==> config.mk <==
export PLATFORM = sky130hd
export DESIGN_NAME = vpi_ctrl
export DESIGN_NICKNAME = d
export VERILOG_FILES = /design/src/rtl/vpi_pkg.sv /design/src/rtl/vpi_ctrl.sv
export SDC_FILE = /design/constraint.sdc
export NUM_CORES = 1
export LEC_CHECK = 0
export BUFFER_PORTS_ARGS = -buffer_cell sky130_fd_sc_hd__buf_2
export CAP_MARGIN = 20
export CORE_MARGIN = 2
export CORE_UTILIZATION = 25
export DETAILED_ROUTE_END_ITERATION = 8
export PLACE_DENSITY = 0.5
export REMOVE_ABC_BUFFERS = 1
export SETUP_SLACK_MARGIN = 0.3
export SLEW_MARGIN = 20
export SYNTH_ARGS = -nofsm -noshare
export SYNTH_HDL_FRONTEND = slang
export SYNTH_SLANG_ARGS = --single-unit
export TNS_END_PERCENT = 20
==> constraint.sdc <==
create_clock -name clk -period 5.84 [get_ports clk]
set_input_delay 1.168 -clock clk [delete_from_list [all_inputs] [get_ports clk]]
set_output_delay 1.168 -clock clk [all_outputs]
set_load 0.03 [all_outputs]
==> src/rtl/vpi_pkg.sv <==
// Constants, register map and carrier types of the vectored priority interrupt controller.
// Assumes a 32-bit classic Wishbone slave port and an 8-bit core with a 16-bit program counter.
package vpi_pkg;

  // Maskable sources, index 0 is the most urgent one after reset
  localparam int SRC_COUNT = 15;
  localparam logic [3:0] SRC_SER1_RX  = 4'h0;
  localparam logic [3:0] SRC_SER1_TX  = 4'h1;
  localparam logic [3:0] SRC_SER2_RX  = 4'h2;
  localparam logic [3:0] SRC_SER2_TX  = 4'h3;
  localparam logic [3:0] SRC_EXT0     = 4'h4;
  localparam logic [3:0] SRC_EXT1     = 4'h5;
  localparam logic [3:0] SRC_KEY_COLL = 4'h6;
  localparam logic [3:0] SRC_CNTR     = 4'h7;
  localparam logic [3:0] SRC_CAP0     = 4'h8;
  localparam logic [3:0] SRC_CAP1     = 4'h9;
  localparam logic [3:0] SRC_CMP      = 4'ha;
  localparam logic [3:0] SRC_TMRX     = 4'hb;
  localparam logic [3:0] SRC_TMRA     = 4'hc;
  localparam logic [3:0] SRC_TMRB     = 4'hd;
  localparam logic [3:0] SRC_AD_T1    = 4'he;

  // Vector low-byte addresses; the high byte always sits one above
  localparam logic [15:0] VEC_RESET     = 16'hfffc;
  localparam logic [15:0] VEC_FIRST_SRC = 16'hfffa;
  localparam logic [15:0] VEC_STEP      = 16'h0002;
  localparam logic [15:0] VEC_BREAK     = 16'hffdc;

  // Processor status bit holding the global mask flag
  localparam int PS_MASK_BIT = 2;

  // Wishbone byte offsets
  localparam logic [7:0] OFS_REQUEST = 8'h00;
  localparam logic [7:0] OFS_ENABLE  = 8'h04;
  localparam logic [7:0] OFS_SRCSET  = 8'h08;
  localparam logic [7:0] OFS_DISCRIM = 8'h0c;
  localparam logic [7:0] OFS_CONTROL = 8'h10;
  localparam logic [7:0] OFS_STATUS  = 8'h14;

  // Source set and discrimination bit positions
  localparam int SS_KEY  = 0;
  localparam int SS_COLL = 1;
  localparam int SS_AD   = 2;
  localparam int SS_T1   = 3;

  // Control register bit positions (edge bits: 1 rising, 0 falling)
  localparam int CT_EDGE_EXT0 = 0;
  localparam int CT_EDGE_EXT1 = 1;
  localparam int CT_EDGE_CNTR = 2;
  localparam int CT_EDGE_CAP0 = 3;
  localparam int CT_EDGE_CAP1 = 4;
  localparam int CT_SER1_SEL  = 5;
  localparam int CT_SER2_SEL  = 6;
  localparam int CT_CMP_SEL   = 7;

  // Reset values
  localparam logic [15:0] RST_ENABLE  = 16'h0000;
  localparam logic [3:0]  RST_SRCSET  = 4'h0;
  localparam logic [7:0]  RST_CONTROL = 8'h00;

  // On-chip peripheral events, one-cycle pulses on clk
  typedef struct packed {
    logic ser1Rx;
    logic ser1Tx;
    logic ser2Rx;
    logic ser2Tx;
    logic busColl;
    logic cmpMatch;
    logic tmrX;
    logic tmrA;
    logic tmrB;
    logic adDone;
    logic tmr1;
  } vpi_periph_t;

  // External pins, asynchronous
  typedef struct packed {
    logic       extReqZero;
    logic       extReqOne;
    logic       counterPinZero;
    logic       capZero;
    logic       capOne;
    logic [7:0] port0;
  } vpi_pins_t;

  // Core sequencer strobes, one-cycle pulses on clk
  typedef struct packed {
    logic       instrDone;
    logic       setMaskInstruction;
    logic       clearMaskInstruction;
    logic       returnFromTrapInstruction;
    logic       breakSoftwareTrap;
    logic [7:0] poppedStatus;
    logic [15:0] pc;
    logic [7:0] status;
  } vpi_core_in_t;

  typedef enum logic [2:0] {
    ST_RESET = 3'b000,
    ST_IDLE  = 3'b001,
    ST_PCH   = 3'b010,
    ST_PCL   = 3'b011,
    ST_PS    = 3'b100
  } vpi_state_t;

endpackage

==> src/rtl/vpi_ctrl.sv <==
// Vectored fixed-priority interrupt controller with a classic Wishbone register port.
// Assumes the core stalls while busy is high and takes push bytes and vectors as they come.
//
// Implementation choices: the address map and the Wishbone register port.
`timescale 1ns/1ps

module vpi_ctrl #(
  parameter int NUM_SRC = vpi_pkg::SRC_COUNT
) (
  // Clock and reset
  input  wire logic                 clk,
  input  wire logic                 sys_rst,
  // Wishbone slave
  input  wire logic                 wb_cyc_i,
  input  wire logic                 wb_stb_i,
  input  wire logic                 wb_we_i,
  input  wire logic [7:0]           wb_adr_i,
  input  wire logic [3:0]           wb_sel_i,
  input  wire logic [31:0]          wb_dat_i,
  output logic      [31:0]          wb_dat_o,
  output logic                      wb_ack_o,
  // Request sources
  input  wire vpi_pkg::vpi_pins_t   pins,
  input  wire logic [7:0]           port0InMode,
  input  wire vpi_pkg::vpi_periph_t periph,
  // Core sequencer
  input  wire vpi_pkg::vpi_core_in_t core,
  output logic                      busy,
  output logic                      pushValid,
  output logic      [7:0]           pushData,
  output logic                      vecValid,
  output logic      [15:0]          vecAddrLo,
  output logic      [15:0]          vecAddrHi,
  output logic                      maskFlag
);

  // Priority encoder and vector arithmetic are sized for the fixed source set
  if (NUM_SRC != vpi_pkg::SRC_COUNT) begin : g_badCount
    $error("vpi_ctrl serves exactly fifteen maskable sources");
  end

  // Pin synchronisers: first stage read only by the second
  logic [12:0] pinMeta;
  logic [12:0] pinSync;
  logic [12:0] pinPrev;
  always_ff @(posedge clk or posedge sys_rst) begin
    if (sys_rst) begin
      pinMeta <= 13'h0000;
      pinSync <= 13'h0000;
      pinPrev <= 13'h0000;
    end else begin
      pinMeta <= pins;
      pinSync <= pinMeta;
      pinPrev <= pinSync;
    end
  end

  logic [7:0] ctrlReg;
  logic [3:0] srcSetReg;
  logic [14:0] reqReg;
  logic [14:0] enaReg;
  logic [3:0] discReg;

  // Edge pick: rising when the edge bit is 1, falling otherwise
  function automatic logic edgeHit(input logic cur, input logic prv, input logic rising);
    edgeHit = rising ? (cur & ~prv) : (~cur & prv);
  endfunction

  // Key wakeup: AND of input-mode port 0 levels falls
  logic keyAndNow;
  logic keyAndPrev;
  logic keyFall;
  assign keyAndNow  = &(pinSync[7:0] | ~port0InMode);
  assign keyAndPrev = &(pinPrev[7:0] | ~port0InMode);
  assign keyFall    = keyAndPrev & ~keyAndNow;

  logic keyEv;
  logic collEv;
  logic adEv;
  logic t1Ev;
  assign keyEv  = keyFall & srcSetReg[vpi_pkg::SS_KEY];
  assign collEv = periph.busColl & srcSetReg[vpi_pkg::SS_COLL];
  assign adEv   = periph.adDone & srcSetReg[vpi_pkg::SS_AD];
  assign t1Ev   = periph.tmr1 & srcSetReg[vpi_pkg::SS_T1];

  // Event vector in priority order
  logic [14:0] srcEv;
  always_comb begin
    srcEv = 15'h0000;
    srcEv[vpi_pkg::SRC_SER1_RX] = periph.ser1Rx & ctrlReg[vpi_pkg::CT_SER1_SEL];
    srcEv[vpi_pkg::SRC_SER1_TX] = periph.ser1Tx & ctrlReg[vpi_pkg::CT_SER1_SEL];
    srcEv[vpi_pkg::SRC_SER2_RX] = periph.ser2Rx & ctrlReg[vpi_pkg::CT_SER2_SEL];
    srcEv[vpi_pkg::SRC_SER2_TX] = periph.ser2Tx & ctrlReg[vpi_pkg::CT_SER2_SEL];
    srcEv[vpi_pkg::SRC_EXT0] = edgeHit(pinSync[12], pinPrev[12],
                                       ctrlReg[vpi_pkg::CT_EDGE_EXT0]);
    srcEv[vpi_pkg::SRC_EXT1] = edgeHit(pinSync[11], pinPrev[11],
                                       ctrlReg[vpi_pkg::CT_EDGE_EXT1]);
    srcEv[vpi_pkg::SRC_KEY_COLL] = keyEv | collEv;
    srcEv[vpi_pkg::SRC_CNTR] = edgeHit(pinSync[10], pinPrev[10],
                                       ctrlReg[vpi_pkg::CT_EDGE_CNTR]);
    srcEv[vpi_pkg::SRC_CAP0] = edgeHit(pinSync[9], pinPrev[9],
                                       ctrlReg[vpi_pkg::CT_EDGE_CAP0]);
    srcEv[vpi_pkg::SRC_CAP1] = edgeHit(pinSync[8], pinPrev[8],
                                       ctrlReg[vpi_pkg::CT_EDGE_CAP1]);
    srcEv[vpi_pkg::SRC_CMP]  = periph.cmpMatch & ctrlReg[vpi_pkg::CT_CMP_SEL];
    srcEv[vpi_pkg::SRC_TMRX] = periph.tmrX;
    srcEv[vpi_pkg::SRC_TMRA] = periph.tmrA;
    srcEv[vpi_pkg::SRC_TMRB] = periph.tmrB;
    srcEv[vpi_pkg::SRC_AD_T1] = adEv | t1Ev;
  end

  // Priority pick over accepted requests
  logic [14:0] acceptable;
  logic        anyAccept;
  logic [3:0]  winIdx;
  assign acceptable = reqReg & enaReg & {15{~maskFlag}};
  assign anyAccept  = |acceptable;
  always_comb begin
    winIdx = 4'h0;
    for (int i = NUM_SRC - 1; i >= 0; i--) begin
      if (acceptable[i]) begin
        winIdx = 4'(i);
      end
    end
  end

  logic brkPending;
  logic boundary;
  vpi_pkg::vpi_state_t state;
  assign boundary = core.instrDone & (state == vpi_pkg::ST_IDLE);

  logic        takeSrc;
  logic        takeBrk;
  logic [15:0] winVec;
  assign takeSrc = boundary & anyAccept;
  assign takeBrk = boundary & ~anyAccept & brkPending;
  assign winVec  = vpi_pkg::VEC_FIRST_SRC - 16'(winIdx) * vpi_pkg::VEC_STEP;

  // Wishbone decode
  logic       wbReq;
  logic       wbWr;
  logic [3:0] regHit;
  logic [14:0] reqWrClr;
  logic [3:0] discWrClr;
  assign wbReq = wb_cyc_i & wb_stb_i & ~wb_ack_o;
  assign wbWr  = wbReq & wb_we_i;
  always_comb begin
    regHit = 4'h0;
    if (wb_adr_i == vpi_pkg::OFS_REQUEST) begin
      regHit = 4'h1;
    end else if (wb_adr_i == vpi_pkg::OFS_ENABLE) begin
      regHit = 4'h2;
    end else if (wb_adr_i == vpi_pkg::OFS_SRCSET) begin
      regHit = 4'h3;
    end else if (wb_adr_i == vpi_pkg::OFS_DISCRIM) begin
      regHit = 4'h4;
    end else if (wb_adr_i == vpi_pkg::OFS_CONTROL) begin
      regHit = 4'h5;
    end else if (wb_adr_i == vpi_pkg::OFS_STATUS) begin
      regHit = 4'h6;
    end
  end

  // Zeros written clear, ones leave alone
  always_comb begin
    reqWrClr = 15'h0000;
    if (wbWr && regHit == 4'h1) begin
      if (wb_sel_i[0]) begin
        reqWrClr[7:0] = ~wb_dat_i[7:0];
      end
      if (wb_sel_i[1]) begin
        reqWrClr[14:8] = ~wb_dat_i[14:8];
      end
    end
  end
  assign discWrClr = (wbWr && regHit == 4'h4 && wb_sel_i[0]) ? ~wb_dat_i[3:0] : 4'h0;

  // Request bits: event set beats software and acceptance clears
  logic [14:0] accClr;
  assign accClr = takeSrc ? (15'h0001 << winIdx) : 15'h0000;
  always_ff @(posedge clk or posedge sys_rst) begin
    if (sys_rst) begin
      reqReg <= 15'h0000;
    end else begin
      reqReg <= (reqReg & ~reqWrClr & ~accClr) | srcEv;
    end
  end

  // Which shared contributor fired
  always_ff @(posedge clk or posedge sys_rst) begin
    if (sys_rst) begin
      discReg <= 4'h0;
    end else begin
      discReg <= (discReg & ~discWrClr) | {t1Ev, adEv, collEv, keyEv};
    end
  end

  localparam logic [14:0] RST_ENA = vpi_pkg::RST_ENABLE[14:0];

  // Software-owned registers
  always_ff @(posedge clk or posedge sys_rst) begin
    if (sys_rst) begin
      enaReg    <= RST_ENA;
      srcSetReg <= vpi_pkg::RST_SRCSET;
      ctrlReg   <= vpi_pkg::RST_CONTROL;
    end else if (wbWr) begin
      if (regHit == 4'h2 && wb_sel_i[0]) begin
        enaReg[7:0] <= wb_dat_i[7:0];
      end
      if (regHit == 4'h2 && wb_sel_i[1]) begin
        enaReg[14:8] <= wb_dat_i[14:8];
      end
      if (regHit == 4'h3 && wb_sel_i[0]) begin
        srcSetReg <= wb_dat_i[3:0];
      end
      if (regHit == 4'h5 && wb_sel_i[0]) begin
        ctrlReg <= wb_dat_i[7:0];
      end
    end
  end

  // Break trap waits for a boundary with no acceptable source, never masked
  always_ff @(posedge clk or posedge sys_rst) begin
    if (sys_rst) begin
      brkPending <= 1'b0;
    end else begin
      brkPending <= core.breakSoftwareTrap | (brkPending & ~takeBrk);
    end
  end

  // Bus answer: one wait-state registered ack
  logic [31:0] rdData;
  logic [4:0]  lastIdx;
  always_comb begin
    rdData = 32'h0000_0000;
    case (regHit)
      4'h1: rdData[14:0] = reqReg;
      4'h2: rdData[14:0] = enaReg;
      4'h3: rdData[3:0]  = srcSetReg;
      4'h4: rdData[3:0]  = discReg;
      4'h5: rdData[7:0]  = ctrlReg;
      4'h6: rdData[7:0]  = {brkPending, lastIdx, busy, maskFlag};
      default: rdData = 32'h0000_0000;
    endcase
  end
  always_ff @(posedge clk or posedge sys_rst) begin
    if (sys_rst) begin
      wb_ack_o <= 1'b0;
      wb_dat_o <= 32'h0000_0000;
    end else begin
      wb_ack_o <= wbReq;
      wb_dat_o <= wbReq ? rdData : 32'h0000_0000;
    end
  end

  // Acceptance sequencer
  logic [15:0] pcHold;
  logic [7:0]  psHold;
  logic [15:0] vecHold;
  always_ff @(posedge clk or posedge sys_rst) begin
    if (sys_rst) begin
      state   <= vpi_pkg::ST_RESET;
      pcHold  <= 16'h0000;
      psHold  <= 8'h00;
      vecHold <= 16'h0000;
      lastIdx <= 5'h1f;
    end else begin
      case (state)
        vpi_pkg::ST_RESET: begin
          state <= vpi_pkg::ST_IDLE;
        end
        vpi_pkg::ST_IDLE: begin
          if (takeSrc || takeBrk) begin
            state   <= vpi_pkg::ST_PCH;
            pcHold  <= core.pc;
            psHold  <= core.status;
            vecHold <= takeSrc ? winVec : vpi_pkg::VEC_BREAK;
            lastIdx <= takeSrc ? {1'b0, winIdx} : 5'h10;
          end
        end
        vpi_pkg::ST_PCH: begin
          state <= vpi_pkg::ST_PCL;
        end
        vpi_pkg::ST_PCL: begin
          state <= vpi_pkg::ST_PS;
        end
        vpi_pkg::ST_PS: begin
          state <= vpi_pkg::ST_IDLE;
        end
        default: begin
          state <= vpi_pkg::ST_IDLE;
        end
      endcase
    end
  end

  // Push bytes in order PC high, PC low, status with the old mask bit
  always_ff @(posedge clk or posedge sys_rst) begin
    if (sys_rst) begin
      pushValid <= 1'b0;
      pushData  <= 8'h00;
    end else begin
      pushValid <= 1'b0;
      pushData  <= 8'h00;
      if (state == vpi_pkg::ST_IDLE && (takeSrc || takeBrk)) begin
        pushValid <= 1'b1;
        pushData  <= core.pc[15:8];
      end else if (state == vpi_pkg::ST_PCH) begin
        pushValid <= 1'b1;
        pushData  <= pcHold[7:0];
      end else if (state == vpi_pkg::ST_PCL) begin
        pushValid <= 1'b1;
        pushData  <= {psHold[7:3], maskFlag, psHold[1:0]};
      end
    end
  end

  // Vector pair to the core: reset vector on leaving reset, else concurrent with the PC low push
  always_ff @(posedge clk or posedge sys_rst) begin
    if (sys_rst) begin
      vecValid  <= 1'b0;
      vecAddrLo <= 16'h0000;
      vecAddrHi <= 16'h0000;
    end else begin
      vecValid <= 1'b0;
      if (state == vpi_pkg::ST_RESET) begin
        vecValid  <= 1'b1;
        vecAddrLo <= vpi_pkg::VEC_RESET;
        vecAddrHi <= vpi_pkg::VEC_RESET + 16'h0001;
      end else if (state == vpi_pkg::ST_PCH) begin
        vecValid  <= 1'b1;
        vecAddrLo <= vecHold;
        vecAddrHi <= vecHold + 16'h0001;
      end
    end
  end

  // Core stalls from acceptance until the status byte is out
  always_ff @(posedge clk or posedge sys_rst) begin
    if (sys_rst) begin
      busy <= 1'b1;
    end else begin
      busy <= (state == vpi_pkg::ST_IDLE) ? (takeSrc | takeBrk)
                                          : (state != vpi_pkg::ST_PS);
    end
  end

  // Global mask flag; acceptance sets it only after the status push
  always_ff @(posedge clk or posedge sys_rst) begin
    if (sys_rst) begin
      maskFlag <= 1'b1;
    end else if (state == vpi_pkg::ST_PS) begin
      maskFlag <= 1'b1;
    end else if (core.returnFromTrapInstruction) begin
      maskFlag <= core.poppedStatus[vpi_pkg::PS_MASK_BIT];
    end else if (core.setMaskInstruction) begin
      maskFlag <= 1'b1;
    end else if (core.clearMaskInstruction) begin
      maskFlag <= 1'b0;
    end
  end

endmodule

==> results of run 1 <==
==> area by class of cell <==
cell class | instances | area [um2]
fill | 2624 | 17300
sequential | 150 | 3760
multi-input combinational | 367 | 2190
timing repair buffer | 154 | 803
clock buffer | 17 | 425
tap | 330 | 413
clock inverter | 15 | 178
inverter | 29 | 114
antenna | 3 | 7.51
==> metal layers <==
metal	share of wire	wire, um	track usage	vias up
li1	-	-	-	2300
met1	0.44	7500	0.173	2327
met2	0.49	8370	0.207	124
met3	0.051	876	0.0341	20
met4	0.017	297	0.0443	0
met5	0	0	0	-
==> cells in the final DEF, fill, tap and decap left out, types with 6 or more instances in the layout <==
| cell | Yosys | final |
|---|---|---|
| buf_2 | 6 | 149 |
| dfrtp_1 | 143 | 143 |
| nand2_1 | 91 | 91 |
| nor2_1 | 37 | 37 |
| o21ai_0 | 30 | 30 |
| inv_1 | 28 | 27 |
| mux2_2 | 27 | 27 |
| a21oi_1 | 23 | 23 |
| conb_1 | 1 | 18 |
| clkbuf_16 | 0 | 17 |
| a22oi_1 | 14 | 14 |
| a222oi_1 | 13 | 13 |
| nand3_1 | 10 | 10 |
| nor3_1 | 9 | 9 |
| a31oi_1 | 9 | 9 |
| o22ai_1 | 8 | 8 |
| dfstp_2 | 7 | 7 |
| inv_8 | 0 | 7 |
| a221oi_1 | 6 | 6 |
==> worst max-delay path, stage by stage <==
cell and delay, ns:
buf_2 0.09, or4_1 0.58, nor3_1 0.32, and3b_1 0.45, nor2b_1 0.74, mux2_2 0.42
==> per-stage QoR <==
stage	cell area, um2	power, W	util
2_1_floorplan	6040	0.00157	-
3_3_place_gp	7250	0.00174	0.288
3_5_place_dp	7250	0.00175	0.288
4_1_cts	7860	0.00287	0.312
5_1_grt	7890	0.00299	0.313
6_report	7900	0.00284	0.314
==> path summary, 6_finish.rpt <==
kind	from	to	slack, ns	cells after the start
setup / recovery	wb_adr_i[1]	ctrlReg[5]	2.38	6
max in group asynchronous	sys_rst	ctrlReg[2]	4.14	3
setup reg to reg	reqReg[12]	pushData[0]	2.98	6
min in group asynchronous	sys_rst	pinMeta[9]	0.76	2
hold / removal	pinMeta[7]	pinSync[7]	0.35	0
hold reg to reg	pinMeta[7]	pinSync[7]	0.35	0
==> cells by family after synthesis <==
| logic type | synth area share |
|---|---|
| and+or+nand+nor | 0.134 |
| other | 0.000585 |
| DFF | 0.587 |
| buffers and inverters | 0.0838 |
| muxes | 0.0537 |
| AOI/OAI and AO/OA | 0.138 |
| xor gates and xnor gates | 0.00137 |
| adders and majority gates | 0.00195 |
==> power breakdown <==
part | switching [W] | internal (W)
logic | 0.000321 | 0.000150
registers | 0.0000879 | 0.00117
clock network | 0.000530 | 0.000581
total | 0.000939 | 0.00190
==> registers in the layout, summed over array words and instances, names as in the netlist <==
register / flops
pinPrev: 13
pinMeta: 13
ctrlReg: 8
reqReg: 15
brkPending: 1
vecAddrHi: 7
pushData: 8
busy: 1
vecHold: 6
state: 3
pinSync: 13
enaReg: 15
wb_ack_o: 1
pushValid: 1
lastIdx: 5
wb_dat_o: 15
psHold: 7
discReg: 4
maskFlag: 1
srcSetReg: 4
pcHold: 8
vecValid: 1
==> impl_results.md, run 1 <==
* Outcome: completed
* Fin. Hold Viols at 0
* Die Area at 26900 um2
* Iter 0 DRT Violations at 389
* Resize count post-CTS at 0
* Post-detailed-route count of antenna-violating nets at 0
* Number of synthesized flops with an enable pin at 0
* Critical path capture point type: flop
* Hold Path Class: flop to flop
* Share of the clock period used by the worst path at 0.593
* Total track usage at 0.131
* HPWL after detailed placement at 12100 um
* # IOs at 195
* Initial antenna violation count at 3
* Worst hold margin at 0.352 ns
* Cell taking the most area after synthesis: dfrtp_1
* Register area share after synthesis at 0.587
* Crit path arrival time at 3.77 ns
* TNS Setup at 0 ns
* Gpl congestion at 0.821
* H-tree levels at 4
* Vias per cell at 4.48
* Detailed Route WL at 17000 um
* Post-CTS Hold Fix Bufs at 0
* Max Cap Viol at 0
* Via Count at approximately 4800
* Leak Pwr at ~3.7 nW
* Critical path class: input pin to flop
* Slew Viols, Final at 0
* Mean Syn Cell Area at 10.8 um2
* CTS tree: done
* Setup-failing EPs final at 0
* Min Tclk post-route at 3.46 ns
* Post-CTS Setup Inserts at 0
* Cell Count, Final, Fillers Out at 1065
* Worst-Skew Late Latency at roughly 0.43 ns
* Num CTS Buffers at 17
* Worst-path maximum fanout at 9
* Routed len/inst at 16.0 um
* Drt drc at 0
* Mapped Area at 6400 um2
* Share of layout cells above drive strength 1 at 0.314
* Post-Synthesis Cells at between 500 and 600
* Die H at 164 um
* First-pass GRT wire length at 26900 um
* Clock sink count at 150
* Syn-to-layout area delta at 23.3%
* Place WS at between 1.5 and 2 ns
* Most frequent cells after synthesis: 143 x dfrtp_1, 91 x nand2_1, 42 x buf_4
* Largest net degree at the start of global routing at 106
* Total gr overflow at 0
* First-pass iteration count of the detailed router at 5
* Most common cell in the synthesized netlist: dfrtp_1
* Port Buf Inserts at between 100 and 150
* Die X at around 160 um
* Clock transition at the registers of the reported paths at 0.07 ns
* Vias in the first global route at 4654
* Crit path launch type: input pin
* Top-area cell type share of the netlist area at 0.559
* Yosys Warn Count at 0
* Netlist cell types at 58
* Core area at 25200 um2
* Power per cell area at 359 nW/um2
* CP required at about 6.1 ns
* Largest cells by area after synthesis: dfrtp_1 56%, nand2_1 5.3%, buf_4 4.9%
* Cell row count at 58
* Yosys reg bits at 150
* Max VDD drop at 0.170 mV
* Fmax at 289 MHz
* Max clock buf depth at 2
* Final worst clock skew at 0.00866 ns
* Initial Util at 0.254
* Relative slew slack at 0.301
* Worst Tran Pin Value at 1.04 ns
* RSZ-0062 raised after global routing: false
* Ys async rst share at 1.00
* Placed cell count at 1029
* Setup slack after layout at 2.38 ns
* Fin nets at ~840
* Root Driver: clkbuf_16
* Predominant post-synthesis flop cell: dfrtp_1
Note: power is estimated with default switching activity, not from simulation.
==> inputs of run 2 (changes only) <==
PLACE_DENSITY = 0.51   (was 0.5)
clock period = 2.9 ns   (was 5.84 ns; I/O delays follow)
==> impl_results.md, run 2 (synthesized netlist as in run 1, its figures left out) <==
* Die X at 164 um (unchanged)
* Max clock buf depth at 2 (unchanged)
* Cell row count at 58 (unchanged)
* TNS Setup at 0 ns (unchanged)
* Critical path's top delay family: compound AO/OA/AOI/OAI gates
* Final worst clock skew at 0.00996 ns (+0.00130 ns)
* Total power at 0.00582 W (+110%)
* Total track usage at 0.131 (+0.000244)
* Drt drc at 0 (unchanged)
* Worst-path maximum fanout at 17 (+8)
* Busiest metal layer after global routing: met2
* RSZ-0062 raised after global routing: false
* Min Tclk post-route at about 2.4 ns
* Critical path class: flop to flop
* Syn-to-layout area delta at 26.2%
* Max VDD drop at 0.355 mV (+110%)
* Die Area at 26900 um2 (unchanged)
* Worst-Skew Late Latency at 0.43 ns (about the same)
* Crit-path max cell delay at 0.52 ns (-0.22 ns)
* Crit path max-delay cell type: a222oi_1
* Layout fillers at 2584 (-1.5%)
* First-pass GRT wire length at 26900 um (about the same)
* Met2 Usage GRT at 0.217 (+0.0101)
* Initial antenna violation count at 2 (-1)
* Slew Viols, Final at 0 (unchanged)
* First-pass iteration count of the detailed router at 5 (unchanged)
* Fin. Hold Viols at 0 (unchanged)
* Relative slew slack at 0.495 (+0.194)
* Initial Util at 0.254 (unchanged)
* Place WS at 0.203 ns (-1.75 ns)
* Detailed Route WL at 17100 um (+0.30%)
* Met1 Track Usage GR at 0.165 (-0.00837)
* Via Count at 4820 (+1.0%)
* Met3 Use GR at 0.0293 (-0.00480)
* CTS tree: done
* Fmax at 409 MHz
* Util after Layout at 0.321 (+0.00745)
* Post-CTS Hold Fix Bufs at 0 (unchanged)
* Die H at 164 um (unchanged)
* HPWL after detailed placement at 12600 um (+3.3%)
* Fin nets at 860 (+2.6%)
* Commonest non-fill, non-tap cells in the layout: 149 x buf_2, 143 x dfrtp_1, 91 x nand2_1
* Clock sink count at 150 (unchanged)
* Share of layout cells above drive strength 1 at 0.336 (+0.0213)
* Vias per cell at 4.44 (-0.93%)
* H-tree levels at 4 (unchanged)
* Worst Tran Pin Value at 0.754 ns (-0.285 ns)
* Vias in the first global route at 4806 (+3.3%)
* Core area at 25200 um2 (unchanged)
* Crit path launch type: flop
* Critical path capture point type: flop
* Hold Path Class: input pin to asynchronous set/reset pin
* # IOs at 195 (unchanged)
* Clock transition at the registers of the reported paths at 0.07 ns (about the same)
* Biggest regs: enaReg: 15 flops, reqReg: 15 flops, wb_dat_o: 15 flops
* CP Cell Sequence: a222oi_1 -> a41oi_2 -> or3_4 -> o21a_4 -> a222oi_1 -> inv_1
* CP required at 3.21 ns (-2.93 ns)
* Setup slack after layout at 0.454 ns (-1.92 ns)
* Max Cap Viol at 0 (unchanged)
* Share of the clock period used by the worst path at 0.843
* Reg2reg setup slack at 0.45 ns (-2.53 ns)
* Crit path arrival time at 2.75 ns (-1.02 ns)
* Leak Pwr at 3.84 nW (+3.3%)
* Post-detailed-route count of antenna-violating nets at 0 (unchanged)
* Port Buf Inserts at 149 (unchanged)
* Total gr overflow at 0 (unchanged)
* Power per cell area at 720 nW/um2 (+100%)
* Setup-failing EPs final at 0 (unchanged)
* Largest net degree at the start of global routing at 60 (-43%)
* Outcome: completed
* Routed len/inst at 15.7 um (-1.6%)
* Num CTS Buffers at 17 (unchanged)
* Most common cell after layout, fill and taps aside: buf_2
* Iter 0 DRT Violations at 316 (-19%)
* Gpl congestion at 0.807 (-1.7%)
* Root Driver: clkbuf_16
* CP bufs+invs at 1 (unchanged)
* Worst path most repeated cell: a222oi_1
==> run 2: cell count changes in the layout (fill, tap and decap cells not counted), sizes merged <==
cell      before  now
buf          154  176
bufinv         0    1
clkinvlp       1    0
diode          3    2
==> run 2: worst paths after layout <==
kind	start	to	cells past startpoint
worst min-delay path	sys_rst	pinMeta[9]	2
worst max-delay path	reqReg[12]	pushData[0]	6
min in group clk	pins[4]	pinMeta[4]	1
worst min register to register	pinMeta[10]	pinSync[10]	0
max in group asynchronous	sys_rst	enaReg[12]	3
worst max register to register	reqReg[12]	pushData[0]	6
==> run 2: through the flow <==
| stage | hold slack, ns | instance area, um2 | cells |
|---|---|---|---|
| 2_1_floorplan | 0.331 | 6040 | 546 |
| 3_3_place_gp | 0.334 | 7450 | 1051 |
| 3_5_place_dp | 0.335 | 7450 | 1051 |
| 4_1_cts | 0.142 | 8060 | 1083 |
| 5_1_grt | 0.159 | 8080 | 1084 |
| 6_report | 0.130 | 8090 | 1086 |
==> run 2: cell type report <==
class / instances / area [um2] / area share
antenna: 2 / 5.00 / 0.000619
clock buffer: 17 / 425 / 0.0526
clock inverter: 15 / 185 / 0.0229
inverter: 29 / 114 / 0.0141
multi-input combinational: 367 / 2190 / 0.271
sequential: 150 / 3760 / 0.465
tap: 330 / 413 / 0.0511
timing repair buffer: 176 / 986 / 0.122
==> run 2: per-layer routing <==
| metal | vias up | share of wire |
|---|---|---|
| met3 | 25 | 0.049 |
| met1 | 2352 | 0.44 |
| met2 | 108 | 0.49 |
| li1 | 2335 | - |
| met4 | 0 | 0.024 |
| met5 | - | 0 |
==> run 2: timing repair <==
| item | 4_1_cts | 5_1_grt |
|---|---|---|
| buffers inserted | 0 | 1 |
| endpoints found under the setup margin | 9 | 8 |
| pin swaps | 0 | 2 |
| hold endpoints to repair | 0 | 0 |
| resized for setup | 1 | 2 |
==> run 2: power by group <==
part | total [W] | leakage (nW) | switching, W | internal (W)
sequential | 0.00253 | 1.84 | 0.000175 | 0.00235
combinational | 0.00102 | 1.70 | 0.000655 | 0.000362
clock | 0.00228 | 0.299 | 0.00104 | 0.00124
total | 0.00582 | 3.84 | 0.00187 | 0.00396
==> inputs of run 3 (changes only) <==
PLACE_DENSITY = 0.5   (was 0.51)
clock period = 2.45 ns   (was 2.9 ns; I/O delays follow)
==> impl_results.md, run 3 (synthesized netlist as in run 1, its figures left out) <==
* Outcome: completed
* Initial Util at 0.254 (unchanged)
* Biggest regs: enaReg: 15 flops, reqReg: 15 flops, wb_dat_o: 15 flops
* Via Count at 4817 (-0.062%)
* Vias per cell at 4.36 (-1.7%)
* Num CTS Buffers at 17 (unchanged)
* Reg2reg setup slack at 0.21 ns (-0.25 ns)
* Max VDD drop at 0.385 mV (+8.4%)
* Worst reg2reg path depth at 8 (+2)
* Commonest non-fill, non-tap cells in the layout: 149 x buf_2, 143 x dfrtp_1, 91 x nand2_1
* R2R Path End: pushData[1]
* CTS tree: done
* HPWL after detailed placement at 12800 um (+2.0%)
* # IOs at 195 (unchanged)
* Clock transition at the registers of the reported paths at 0.07 ns (about the same)
* CP required at 2.75 ns (-0.46 ns)
* First-pass iteration count of the detailed router at 4 (-1)
* Hold Path Class: input pin to asynchronous set/reset pin
* Slew Viols, Final at 0 (unchanged)
* Worst-path maximum fanout at 15 (-2)
* Die H at 164 um (unchanged)
* CP Cell Sequence: a222oi_1 -> buf_4 -> a41oi_2 -> or3_4 -> o21a_1 -> buf_12 -> a222oi_1 -> inv_1
* Fmax at 446 MHz (+9.0%)
* RSZ-0062 raised after global routing: true
* Critical path capture point type: flop
* Max clock buf depth at 2 (unchanged)
* Crit path arrival time at 2.55 ns (-0.20 ns)
* Total power at 0.00690 W (+18%)
* Syn-to-layout area delta at 28.2%
* Root Driver: clkbuf_16
* Die Area at 26900 um2 (unchanged)
* Port Buf Inserts at 149 (unchanged)
* Leak Pwr at 3.91 nW (+1.8%)
* Share of the clock period used by the worst path at 0.916 (+0.0726)
* Total gr overflow at 0 (unchanged)
* Share of layout cells above drive strength 1 at 0.351 (+0.0155)
* Crit path max-delay cell type: dfrtp_1
* Cell row count at 58 (unchanged)
* FF-to-FF Start: reqReg[12]
* Worst path most repeated cell: a222oi_1
* Fin nets at 878 (+2.1%)
* Most common cell after layout, fill and taps aside: buf_2
* Vias in the first global route at 4842 (+0.75%)
* H-tree levels at 4 (unchanged)
* Detailed Route WL at 17200 um (+0.64%)
* Fin. Hold Viols at 0 (unchanged)
* Drt drc at 0 (unchanged)
* Worst Tran Pin Value at 0.767 ns (+0.0129 ns)
* Total track usage at 0.131 (+0.000289)
* Largest net degree at the start of global routing at 54 (-10%)
* Power per cell area at 840 nW/um2 (+17%)
* Crit-path max cell delay at 0.38 ns (-0.14 ns)
* Post-CTS Hold Fix Bufs at 0 (unchanged)
* Max Cap Viol at 0 (unchanged)
* Design Area, Final at 8210 um2 (+1.6%)
* First-pass GRT wire length at 26900 um (about the same)
* Die X at 164 um (unchanged)
* Initial antenna violation count at 1 (-1)
* Gpl congestion at 0.839 (+3.9%)
* Iter 0 DRT Violations at 283 (-10%)
* Core area at 25200 um2 (unchanged)
* Post-DP Area at 7570 um2 (+1.7%)
* Worst-Skew Late Latency at 0.42 ns (about the same)
* Relative slew slack at 0.487 (-0.00861)
* Min Tclk post-route at 2.24 ns (-0.202 ns)
* Layout fillers at 2600 (+0.62%)
* Setup-failing EPs final at 0 (unchanged)
* Routed len/inst at 15.6 um (-1.0%)
* Cell Count, Final, Fillers Out at 1104 (+1.7%)
* Critical path class: flop to flop
* Crit path launch type: flop
* Final worst clock skew at 0.00751 ns (-0.00245 ns)
* Clock sink count at 150 (unchanged)
* Placed cell count at 1066 (+1.4%)
* Post-detailed-route count of antenna-violating nets at 0 (unchanged)
==> run 3: cell types whose count changed in the layout (fill, tap and decap cells not counted) <==
cell        previous run  this run
buf_4                 24        41
nor4_4                 0         1
o21a_1                 1         2
nor4_1                 3         2
clkinvlp_4             0         3
o21a_4                 1         0
buf_12                 3         4
clkinv_8               3         0
==> run 3: repair_timing <==
item | 4_1_cts | 5_1_grt
resized for setup | 1 | 2
endpoints found under the setup margin | 35 | 55
buffers inserted | 3 | 1
pin swaps | 4 | 2
==> run 3: worst max path at each step <==
stage | start | to | slack, ns | cells after the start
floorplan | sys_rst | brkPending | -2.06 | 1
global placement | wb_adr_i[1] | ctrlReg[4] | -0.05 | 8
detailed placement | wb_adr_i[1] | reqReg[7] | -0.08 | 7
CTS | enaReg[12] | pushData[7] | 0.19 | 8
global route | reqReg[12] | pushData[5] | 0.05 | 8
finish | reqReg[12] | pushData[1] | 0.21 | 8
==> run 3: final cells by class <==
class / count / area (um2) / share of cell area
flip-flops and latches: 150 / 3760 / 0.458
diodes: 2 / 5.00 / 0.000609
inverters: 29 / 114 / 0.0139
multi-input cells: 367 / 2200 / 0.268
clock buffers: 17 / 425 / 0.0518
repair buffers: 194 / 1130 / 0.138
clock inverters: 15 / 159 / 0.0193
well taps: 330 / 413 / 0.0503
==> run 3: per-stage QoR <==
step	TNS [ns]	hold WS [ns]	utilization	setup slack [ns]
final	0	0.116	0.326	0.206
after global routing	0	0.136	0.326	0.0544
after CTS	0	0.118	0.325	0.189
after detailed placement	-0.756	0.335	0.301	-0.0758
after global placement	-0.599	0.335	0.301	-0.0538
after floorplan	-350.98	0.331	-	-2.06
==> run 3: where the power goes <==
part,leakage [nW],switching [W],total [W],internal (W)
combinational,1.79,0.000834,0.00132,0.000489
sequential,1.84,0.000177,0.00296,0.00279
clock,0.279,0.00117,0.00261,0.00144
total,3.91,0.00218,0.00690,0.00472
==> run 3: per-layer routing <==
layer | part of all wire | track usage | up-vias | routed length (um)
met5 | 0 | 0 | - | 0
met4 | 0.014 | 0.0435 | 0 | 247
met3 | 0.045 | 0.0321 | 15 | 779
met2 | 0.50 | 0.217 | 111 | 8570
met1 | 0.44 | 0.168 | 2318 | 7600
li1 | - | - | 2373 | -
==> run 3: critical path: cells and delay by family, from the launching register on <==
| kind | cells | cell delay, ns |
|---|---|---|
| flops | 1 | 0.38 |
| compound gates | 4 | 0.97 |
| buf+inv | 3 | 0.41 |
| simple gates | 1 | 0.36 |
